<file path="src/rtl/lvmon_params.svh">
// offsets, field positions, reset values and timing counts of the monitor
// assumes a 10 MHz system clock and a 32-bit apb register slave
`ifndef LVMON_PARAMS_SVH
`define LVMON_PARAMS_SVH

`define LVMON_CTRL_OFFSET      12'h000
`define LVMON_FLAG_OFFSET      12'h004
`define LVMON_IE_OFFSET        12'h008
`define LVMON_GIE_OFFSET       12'h00c

`define LVMON_LEVEL_LSB        0
`define LVMON_LEVEL_MSB        3
`define LVMON_EN_BIT           4
`define LVMON_STABLE_BIT       5
`define LVMON_FLAG_BIT         2
`define LVMON_IE_BIT           2
`define LVMON_GIE_BIT          7

`define LVMON_LEVEL_RESET      4'h5
`define LVMON_LEVEL_EXTERNAL   4'hf

`define LVMON_CLK_HZ           10000000
`define LVMON_SETTLE_US        20
`define LVMON_SETTLE_CYCLES    ((`LVMON_SETTLE_US * `LVMON_CLK_HZ) / 1000000)

`endif

</file>
<file path="src/rtl/lvmon_pkg.sv">
// types shared by the supply monitor files
// assumes lvmon_params.svh for the numbers
package lvmon_pkg;
    typedef struct packed {
        logic       power_enable;
        logic [3:0] trip_level;
    } monitor_cfg_t;

    typedef struct packed {
        logic reference_stable;
        logic lowv_interrupt_flag;
        logic irq;
        logic wake;
    } monitor_status_t;

    typedef enum logic [1:0] {
        MON_OFF      = 2'b00,
        MON_SETTLING = 2'b01,
        MON_ARMED    = 2'b10
    } monitor_state_t;
endpackage : lvmon_pkg

</file>
<file path="src/rtl/lvmon_top.sv">
// supply low-voltage monitor control: apb registers, settle gate, trip flag
// assumes the analog comparator, divider and reference sit outside
`timescale 1ns/1ps
`default_nettype none
`include "lvmon_params.svh"

module lvmon_top #(
    parameter int SETTLE_CYCLES = `LVMON_SETTLE_CYCLES
) (
    // clock and reset
    input  wire logic        sys_clk,
    input  wire logic        rst_n,
    // apb slave
    input  wire logic        psel,
    input  wire logic        penable,
    input  wire logic        pwrite,
    input  wire logic [11:0] paddr,
    input  wire logic [31:0] pwdata,
    output logic      [31:0] prdata,
    output logic             pready,
    output logic             pslverr,
    // analog front end
    input  wire logic        comparator_trip,
    input  wire logic        external_trip_input,
    output logic             monitor_power_enable,
    output logic [3:0]       trip_level_select,
    output logic             external_input_select,
    // processor side
    output logic             lowv_irq,
    output logic             lowv_wake,
    output lvmon_pkg::monitor_status_t status
);
    import lvmon_pkg::*;

    monitor_cfg_t   cfg_reg;
    monitor_state_t state_reg;
    logic           flag_reg;
    logic           ie_reg;
    logic           gie_reg;
    logic           trip_sync;
    logic           ref_stable;
    logic           wr_en;
    logic           rd_en;
    logic           hit;
    logic           flag_clear;
    logic           trip_event;
    logic [31:0]    rd_next;

    assign wr_en  = psel && penable && pwrite;
    assign rd_en  = psel && penable && !pwrite;
    assign pready = 1'b1;
    assign hit    = (paddr == `LVMON_CTRL_OFFSET) ||
                    (paddr == `LVMON_FLAG_OFFSET) ||
                    (paddr == `LVMON_IE_OFFSET)   ||
                    (paddr == `LVMON_GIE_OFFSET);
    assign pslverr = psel && penable && !hit;

    // control register: enable and level; stable bit never written
    always_ff @(posedge sys_clk or negedge rst_n) begin
        if (!rst_n) begin
            cfg_reg.power_enable <= 1'b0;
            cfg_reg.trip_level   <= `LVMON_LEVEL_RESET;
        end else if (wr_en && paddr == `LVMON_CTRL_OFFSET) begin
            cfg_reg.power_enable <= pwdata[`LVMON_EN_BIT];
            cfg_reg.trip_level   <=
                pwdata[`LVMON_LEVEL_MSB:`LVMON_LEVEL_LSB];
        end
    end

    always_ff @(posedge sys_clk or negedge rst_n) begin
        if (!rst_n) begin
            ie_reg <= 1'b0;
        end else if (wr_en && paddr == `LVMON_IE_OFFSET) begin
            ie_reg <= pwdata[`LVMON_IE_BIT];
        end
    end

    always_ff @(posedge sys_clk or negedge rst_n) begin
        if (!rst_n) begin
            gie_reg <= 1'b0;
        end else if (wr_en && paddr == `LVMON_GIE_OFFSET) begin
            gie_reg <= pwdata[`LVMON_GIE_BIT];
        end
    end

    // comparator output is asynchronous
    lvmon_sync u_sync (
        .sys_clk  (sys_clk),
        .rst_n    (rst_n),
        .async_in (comparator_trip),
        .sync_out (trip_sync)
    );

    lvmon_settle #(
        .SETTLE_CYCLES (SETTLE_CYCLES)
    ) u_settle (
        .sys_clk (sys_clk),
        .rst_n   (rst_n),
        .enable  (cfg_reg.power_enable),
        .stable  (ref_stable)
    );

    // monitor state: off, waiting for reference, armed
    always_ff @(posedge sys_clk or negedge rst_n) begin
        if (!rst_n) begin
            state_reg <= MON_OFF;
        end else begin
            case (state_reg)
                MON_OFF: begin
                    if (cfg_reg.power_enable) begin
                        state_reg <= MON_SETTLING;
                    end
                end
                MON_SETTLING: begin
                    if (!cfg_reg.power_enable) begin
                        state_reg <= MON_OFF;
                    end else if (ref_stable) begin
                        state_reg <= MON_ARMED;
                    end
                end
                MON_ARMED: begin
                    if (!cfg_reg.power_enable) begin
                        state_reg <= MON_OFF;
                    end
                end
                default: begin
                    state_reg <= MON_OFF;
                end
            endcase
        end
    end

    // detection only when armed and still enabled and stable
    assign trip_event = (state_reg == MON_ARMED) && cfg_reg.power_enable &&
                        ref_stable && trip_sync;
    assign flag_clear = wr_en && paddr == `LVMON_FLAG_OFFSET &&
                        !pwdata[`LVMON_FLAG_BIT];

    // sticky flag, set wins over a clear in the same cycle
    always_ff @(posedge sys_clk or negedge rst_n) begin
        if (!rst_n) begin
            flag_reg <= 1'b0;
        end else if (trip_event) begin
            flag_reg <= 1'b1;
        end else if (flag_clear) begin
            flag_reg <= 1'b0;
        end
    end

    // analog side drives; clock keeps running in sleep for this logic
    assign monitor_power_enable  = cfg_reg.power_enable;
    assign trip_level_select     = cfg_reg.trip_level;
    assign external_input_select = cfg_reg.power_enable &&
        (cfg_reg.trip_level == `LVMON_LEVEL_EXTERNAL);

    assign lowv_irq  = flag_reg && ie_reg && gie_reg;
    assign lowv_wake = flag_reg && ie_reg;

    assign status.reference_stable    = ref_stable;
    assign status.lowv_interrupt_flag = flag_reg;
    assign status.irq                 = lowv_irq;
    assign status.wake                = lowv_wake;

    // read mux
    always_comb begin
        rd_next = 32'h0000_0000;
        case (paddr)
            `LVMON_CTRL_OFFSET: begin
                rd_next[`LVMON_STABLE_BIT] = ref_stable;
                rd_next[`LVMON_EN_BIT]     = cfg_reg.power_enable;
                rd_next[`LVMON_LEVEL_MSB:`LVMON_LEVEL_LSB] = cfg_reg.trip_level;
            end
            `LVMON_FLAG_OFFSET: begin
                rd_next[`LVMON_FLAG_BIT] = flag_reg;
            end
            `LVMON_IE_OFFSET: begin
                rd_next[`LVMON_IE_BIT] = ie_reg;
            end
            `LVMON_GIE_OFFSET: begin
                rd_next[`LVMON_GIE_BIT] = gie_reg;
            end
            default: begin
                rd_next = 32'h0000_0000;
            end
        endcase
    end

    always_ff @(posedge sys_clk or negedge rst_n) begin
        if (!rst_n) begin
            prdata <= 32'h0000_0000;
        end else if (psel && !penable && !pwrite) begin
            prdata <= rd_next;
        end
    end
endmodule : lvmon_top
`default_nettype wire

</file>
<file path="src/rtl/lvmon_sync.sv">
// two-flop synchroniser for the asynchronous comparator output
// assumes one system clock and an active-low asynchronous reset
`timescale 1ns/1ps
`default_nettype none
module lvmon_sync (
    // clock and reset
    input  wire logic sys_clk,
    input  wire logic rst_n,
    // level in and out
    input  wire logic async_in,
    output logic      sync_out
);
    logic meta_reg;

    always_ff @(posedge sys_clk or negedge rst_n) begin
        if (!rst_n) begin
            meta_reg <= 1'b0;
            sync_out <= 1'b0;
        end else begin
            meta_reg <= async_in;
            sync_out <= meta_reg;
        end
    end
endmodule : lvmon_sync
`default_nettype wire

</file>
<file path="src/rtl/lvmon_settle.sv">
// reference settling timer: counts while enabled, reports stable at terminal
// assumes enable is synchronous to sys_clk
`timescale 1ns/1ps
`default_nettype none
`include "lvmon_params.svh"
module lvmon_settle #(
    parameter int SETTLE_CYCLES = `LVMON_SETTLE_CYCLES
) (
    // clock and reset
    input  wire logic sys_clk,
    input  wire logic rst_n,
    // control and result
    input  wire logic enable,
    output logic      stable
);
    localparam int CW = $clog2(SETTLE_CYCLES + 1);
    logic [CW-1:0] count_reg;

    always_ff @(posedge sys_clk or negedge rst_n) begin
        if (!rst_n) begin
            count_reg <= '0;
            stable    <= 1'b0;
        end else if (!enable) begin
            count_reg <= '0;
            stable    <= 1'b0;
        end else if (count_reg == CW'(SETTLE_CYCLES)) begin
            stable    <= 1'b1;
        end else begin
            count_reg <= count_reg + CW'(1);
        end
    end
endmodule : lvmon_settle
`default_nettype wire

</file>
<file path="config.mk">
export PLATFORM = sky130hd
export DESIGN_NAME = lvmon_top
export DESIGN_NICKNAME = d
export VERILOG_FILES = /design/src/rtl/lvmon_pkg.sv /design/src/rtl/lvmon_top.sv /design/src/rtl/lvmon_sync.sv /design/src/rtl/lvmon_settle.sv
export VERILOG_INCLUDE_DIRS = /design/src /design/src/rtl
export SDC_FILE = /design/constraint.sdc
export NUM_CORES = 1
export LEC_CHECK = 0
export BUFFER_PORTS_ARGS = -buffer_cell sky130_fd_sc_hd__buf_4
export CORE_MARGIN = 5
export CORE_UTILIZATION = 30
export CTS_BUF_LIST = sky130_fd_sc_hd__clkbuf_16
export CTS_CLUSTER_DIAMETER = 80
export DETAILED_ROUTE_END_ITERATION = 6
export GPL_ROUTABILITY_DRIVEN = 0
export GPL_TIMING_DRIVEN = 0
export SLEW_MARGIN = 20
export SYNTH_ARGS = -nofsm -noshare
export SYNTH_HDL_FRONTEND = slang
export SYNTH_SLANG_ARGS = --single-unit
</file>
<file path="constraint.sdc">
create_clock -name sys_clk -period 2.2 [get_ports sys_clk]
set_input_delay 0 -clock sys_clk [delete_from_list [all_inputs] [get_ports sys_clk]]
set_output_delay 0 -clock sys_clk [all_outputs]
set_load 0.01 [all_outputs]
</file>
==> summary.txt, run 1 <==
Pwr
  • Switch share: 0.1979
  • NetSw: around 230 uW
  • VDD IR max: approximately 550 uV
  • Internal power: around 950 uW
  • Power per Cell Area: between 500 and 600 nW/um2
  • Leakage: ~0.0011 uW
  • Combinational share of power: 0.114
  • Seq pwr share: 0.437
  • Power share of the clock group: 0.450

Floorplanning
  • CORE AREA: 5107 um2
  • Die Footprint: around 6800 um2
  • I/O Pins: just under 100
  • Die H: 82.61 um
  • Num rows: 26
  • Die Wd: a little over 80 um
  • Starting Density: 0.3097

STA
  • RSZ-0062 raised after global routing: false
  • Max Slew Vio Count: 0
  • Min Hold Slack: around 0.046 ns
  • Setup TNS: 0 ns
  • Setup slack after layout: between 0.6 and 0.7 ns
  • Fin Clk Skew: about 0.0055 ns
  • Final period util: 0.6850
  • # setup viols final: 0
  • Highest achievable clock rate: approximately 0.66 GHz
  • Crit path time final: ~1.5 ns
  • Final Hold Fails: 0

Finish
  • Fin util: 0.4424
  • Diodes inserted: 0
  • Fillcell total: between 400 and 500
  • # nets final: between 200 and 300
  • Share of cells above drive strength 1: 0.4189
  • Max FFs per register: 8
  • Area Overhead vs Synth: 42.88%

GRT
  • Pin count of the biggest net entering global routing: 29
  • Gr busiest metal: met2
  • M3 GR Usage: 0.03471
  • Met2 GRT Util: 0.1699
  • GRT Residual Overflow: 0
  • First-pass GRT wire length: between 5000 and 6000 um
  • Antenna violations before repair: 0
  • Vias in the first global route: 1,141
  • All-Layer GR Usage: 0.09916
  • GRT met1 Usage: 0.1217

Synth
  • Part of the Yosys area used for sequential elements: 0.4446
  • Yosys warns: 0
  • Count leader, synth: buf_4
  • EDFF count, synth: 0
  • Top-area cell type share of the netlist area: 0.4114
  • Main synth FF type: dfrtp_1
  • Commonest cells post-synth: buf_4, dfrtp_1, nand3_1
  • Leading area contributor after synthesis: dfrtp_1
  • Synth unique cells: 37
  • Post-synthesis instance total: roughly 140
  • Cell Area, Synth: roughly 1600 um2
  • #FFs+latches synth: 28
  • Mean post-synth cell area: ~11 um2
  • Ys async rst share: 1.000
  • Top post-synthesis cells by area: dfrtp_1, buf_4, mux2_2

Worst hold path
  • Hold path depth: 3
  • Hold Path Sink: prdata[7]
  • Hold path startpoint: paddr[3]
  • Hold crit path type: in -> reg

Clocking
  • CTS Root Cell: clkbuf_16
  • Clock buffer depth: 2
  • Clock Sink Count: 28
  • Reg clk slew, reported paths: 0.07 ns
  • CTS tree: done
  • H-Tree Level Count: 1
  • Skew-Pair Late Insertion Delay: 0.26 ns
  • Postcts setup bufs: 0
  • TritonCTS Buffers: 3

Outcome
  • Outcome: complete, no violations

Route
  • Initial drt markers: 27
  • DRC: 0
  • Routed len/inst: 11.20 um
  • Drt first pass iters: 4
  • ANT nets after route: 0
  • Post-DR vias/cell: roughly 4.1
  • Final wirelength: 3270 um
  • Vias: between 1,000 and 1,500

Critical path
  • CP endpoint kind: flip-flop
  • CP max-delay cell: dfrtp_1
  • CP max FO: 4
  • CP delay by family, top: simple AND/OR/NAND/NOR gates
  • R2r startpoint: u_settle.count_reg[0]
  • Worst setup path class: reg -> reg
  • RR Endpoint: u_settle.count_reg[1]
  • Crit path launch: u_settle.count_reg[0]
  • Bufs and invs on worst path: 1
  • CP Data Arrival Time: 1.66 ns
  • Worst Path Required: approximately 2.4 ns
  • Critical Path Source Type: flip-flop
  • Critical path, cell by cell: inv_1, ha_1, nand4b_1, nor4b_4, mux2i_1, nor2b_1
  • CP peak stage delay: between 0.4 and 0.5 ns
  • R2R depth: 6
  • Worst reg2reg setup slack: 0.69 ns

Place
  • IO buf count: 42
  • DP Worst Slack: between 0.6 and 0.7 ns
  • Post-DP HPWL: approximately 2500 um

Job
  • Max cap viols: 0
-- layout make-up --
class / count / area, um2 / area share
buffer: 32 / 234.0 / 0.1035
sequential: 28 / 703.2 / 0.3112
tap: 70 / 87.58 / 0.03876
inverter: 3 / 11.26 / 0.004983
timing repair buffer: 50 / 395.4 / 0.1750
multi-input combinational: 105 / 723.2 / 0.3200
clock buffer: 3 / 75.07 / 0.03322
clock inverter: 1 / 30.03 / 0.01329
-- cell usage in the layout, fill, tap and decap left out, types with 2 or more instances in the layout --
master / count
conb_1: 26
and2_1: 7
nand3_1: 9
clkbuf_16: 3
nand4_1: 2
xor2_1: 2
o21ai_0: 3
dfstp_2: 2
and3_1: 4
dlygate4sd3_1: 8
buf_4: 72
nor4b_1: 2
xnor2_1: 5
a22o_1: 6
nand2_1: 7
nor4_4: 3
mux2_2: 7
ha_1: 2
nor2_1: 4
dfrtp_1: 26
inv_1: 3
-- per-stage QoR --
step,area (um2),std cells,power (uW)
finish,2260,292,1185
global route,2260,292,1238
CTS,2260,292,1201
detailed placement,2074,280,649.5
global placement,2074,280,648.1
floorplan,1672,168,595.8
-- timing repair --
item                                   CTS  global route
hold buffers                             8             0
endpoints found under the hold margin   36             0
resized for setup                        0             0
-- worst min-delay path, delay by kind of cell --
kind / cells / cell delay [ns]
AO/OA/AOI/OAI: 1 / 0.06
buffers and inverters: 1 / 0.15
AND/OR/NAND/NOR: 1 / 0.07
-- power by group through the flow --
stage                     Clock (uW)  Combinational [uW]  Sequential (uW)
after floorplan                    0                68.5              527
after global placement             0                 121              527
after detailed placement           0                 122              527
after CTS                        550                 134              517
after global routing             573                 148              517
final                            533                 135              517
-- cell families after synthesis --
logic type	Yosys count	synth area share
compound gates	14	0.06487
mux	8	0.05617
fa+ha+maj	2	0.01582
other cells	2	0.004749
flops	28	0.4446
simple gates	48	0.2199
xor+xnor	7	0.03877
buf+inv	35	0.1551
-- routing by layer --
metal | vias up | part of all wire
li1 | 603 | -
met3 | 2 | 0.12
met4 | 0 | 0.0031
met2 | 42 | 0.46
met5 | - | 0
met1 | 539 | 0.42
-- worst max-delay path by stage --
stage | to | slack, ns | cells after the start
2_1_floorplan | u_settle.count_reg[1] | 0.79 | 6
3_3_place_gp | u_settle.count_reg[1] | 0.67 | 6
3_5_place_dp | u_settle.count_reg[1] | 0.68 | 6
4_1_cts | u_settle.count_reg[1] | 0.66 | 6
5_1_grt | u_settle.count_reg[1] | 0.56 | 6
6_report | u_settle.count_reg[1] | 0.69 | 6
Power figures use the tool's default switching activity.
==> run 2: changes to the inputs <==
Clock period 2.2 ns to 1.5 ns, I/O delays scaled along.
==> run 2 against run 1 <==
Clock skew is 0.00063 ns lower. Combinational power is 47% higher. Critical endpoint unchanged. First-iteration DRC count is 48% higher. Clock power is 47% higher. Routed wire length is 2.4% higher. Worst hold slack worse by 0.0020 ns. Critical path type unchanged. Power is 47% higher. Die area stayed put. Critical path depth stayed put.
==> summary.txt, run 2 (same netlist as run 1, synthesis figures left out) <==
Outcome
  • Outcome: complete, no violations (unchanged)

STA
  • Highest achievable clock rate: 0.6889 GHz (was 0.6636 GHz)
  • Max Slew Vio Count: 0 (unchanged)
  • Crit path time final: 1.452 ns (was 1.507 ns)
  • RSZ-0062 raised after global routing: true (was false)
  • Final period util: 0.9677 (was 0.6850)
  • Final Hold Fails: 0 (unchanged)
  • # setup viols final: 0 (unchanged)
  • Setup slack after layout: 0.04850 ns (was 0.6930 ns)
  • Setup TNS: 0 ns (unchanged)
  • Fin Clk Skew: 0.004830 ns (was 0.005464 ns)

Critical path
  • Worst Path Required: 1.65 ns (was 2.35 ns)
  • CP Data Arrival Time: 1.60 ns (was 1.66 ns)
  • CP delay by family, top: simple AND/OR/NAND/NOR gates (unchanged)
  • Critical path, cell by cell: inv_1, ha_1, nand4b_1, nor4b_4, mux2i_1, nor2b_1 (unchanged)
  • R2R depth: 6 (unchanged)
  • CP endpoint kind: flip-flop (unchanged)
  • Critical Path Source Type: flip-flop (unchanged)
  • CP peak stage delay: 0.39 ns (was 0.41 ns)
  • CP Depth: 6 (unchanged)
  • Worst setup path class: reg -> reg (unchanged)
  • CP max-delay cell: dfrtp_1 (unchanged)
  • Bufs and invs on worst path: 1 (unchanged)
  • CP max FO: 3 (was 4)

Finish
  • Most frequent cells in the layout: buf_4, conb_1, dfrtp_1, nand3_1, dlygate4sd3_1 (unchanged)
  • Share of cells above drive strength 1: 0.4361 (was 0.4189)
  • # nets final: 281 (was 276)
  • Max FFs per register: 8 (unchanged)
  • Area Overhead vs Synth: 45.33% (was 42.88%)
  • Most common cell after layout, fill and taps aside: buf_4 (unchanged)
  • Non-filler cells, final: 297 (was 292)
  • Fillcell total: 498 (was 499)
  • Diodes inserted: 0 (unchanged)

Clocking
  • Clock Sink Count: 28 (unchanged)
  • TritonCTS Buffers: 3 (unchanged)
  • CTS Root Cell: clkbuf_16 (unchanged)
  • H-Tree Level Count: 1 (unchanged)
  • Clock buffer depth: 2 (unchanged)
  • Reg clk slew, reported paths: 0.07 ns (about the same)
  • Skew-Pair Late Insertion Delay: 0.26 ns (about the same)
  • CTS tree: done (unchanged)

Route
  • Final wirelength: 3347 um (was 3270 um)
  • Drt first pass iters: 4 (unchanged)
  • Post-DR vias/cell: 4.071 (was 4.062)
  • Routed len/inst: 11.27 um (was 11.20 um)
  • DRC: 0 (unchanged)
  • ANT nets after route: 0 (unchanged)
  • Vias: 1,209 (was 1,186)
  • Initial drt markers: 40 (was 27)

GRT
  • Antenna violations before repair: 0 (unchanged)
  • Vias in the first global route: 1,164 (was 1,141)
  • GRT Residual Overflow: 0 (unchanged)
  • Pin count of the biggest net entering global routing: 29 (unchanged)
  • First-pass GRT wire length: 5402 um (was 5278 um)
  • All-Layer GR Usage: 0.1014 (was 0.09916)

Place
  • IO buf count: 42 (unchanged)
  • DP Worst Slack: -0.02262 ns (was 0.6774 ns)
  • Inst Count DP: 280 (unchanged)
  • Post-DP HPWL: 2539 um (unchanged)

Floorplanning
  • Die H: 82.61 um (unchanged)
  • I/O Pins: 97 (unchanged)
  • Die Footprint: 6824 um2 (unchanged)
  • Num rows: 26 (unchanged)
  • Starting Density: 0.3097 (unchanged)
  • Die Wd: 82.61 um (unchanged)
  • CORE AREA: 5107 um2 (unchanged)

Pwr
  • Power per Cell Area: 757.0 nW/um2 (was 524.4 nW/um2)
  • Leakage: 0.001162 uW (was 0.001131 uW)
  • VDD IR max: 804.7 uV (was 548.1 uV)

Worst hold path
  • Hold crit path type: in -> reg (unchanged)
  • Hold path depth: 3 (unchanged)

Job
  • Max cap viols: 0 (unchanged)
run 2: cell count changes in the layout (fill, tap and decap cells not counted), sizes merged:
cell  before  now
buf       73   78
run 2: path summary, 6_finish.rpt:
| path | start | end | slack [ns] |
|---|---|---|---|
| max reg2reg | u_settle.count_reg[0] | u_settle.count_reg[1] | 0.05 |
| min reg2reg | u_sync.meta_reg | u_sync.sync_out | 0.35 |
| min in group asynchronous | rst_n | u_settle.count_reg[1] | 0.19 |
| min | paddr[3] | prdata[7] | 0.04 |
| max | u_settle.count_reg[0] | u_settle.count_reg[1] | 0.05 |
| max in group asynchronous | rst_n | trip_level_select[0] | 1.01 |
run 2: power breakdown:
| part | switching, uW | leakage (uW) | internal [uW] | total [uW] |
|---|---|---|---|---|
| clock network | 252 | 0.0000511 | 531 | 784 |
| logic | 92.5 | 0.000737 | 105 | 198 |
| registers | 0.966 | 0.000374 | 758 | 759 |
run 2: metrics by stage:
| stage | utilization | hold WS, ns | cell area [um2] | power, uW |
|---|---|---|---|---|
| after CTS | 0.4468 | 0.04081 | 2282 | 1762 |
| after global placement | 0.4062 | -0.06053 | 2074 | 950.6 |
| after floorplan | - | -0.2956 | 1672 | 873.8 |
| after detailed placement | 0.4062 | -0.05726 | 2074 | 952.6 |
| final | 0.4500 | 0.04443 | 2298 | 1740 |
| after global routing | 0.4500 | 0.08808 | 2298 | 1817 |
run 2: repair_timing:
item                                    4_1_cts  5_1_grt
hold buffers                                  8        0
gates resized for setup                       0        2
endpoints found under the setup margin        2        5
setup buffers                                 3        2
pin swaps                                     1        2
endpoints found under the hold margin        36        0
run 2: final cells by class:
type	instances	area [um2]	share of cell area
inverters	3	11.26	0.004899
repair buffers	55	432.9	0.1884
plain buffers	32	235.2	0.1023
clock inverters	1	30.03	0.01306
well taps	70	87.58	0.03811
clock buffers	3	75.07	0.03266
multi-input cells	105	723.2	0.3146
flip-flops and latches	28	703.2	0.3059
run 2: per-layer routing:
layer	GRT usage	part of all wire
met5	0	0
met2	0.1763	0.47
met4	0.01634	0.0030
met3	0.03471	0.12
met1	0.1231	0.41
run 2: worst reg2reg max path, delay by kind of cell, from the launching register on:
kind | cells | cell delay [ns]
flops | 1 | 0.39
mux | 1 | 0.22
buf+inv | 1 | 0.06
simple gates | 3 | 0.54
fa+ha+maj | 1 | 0.14
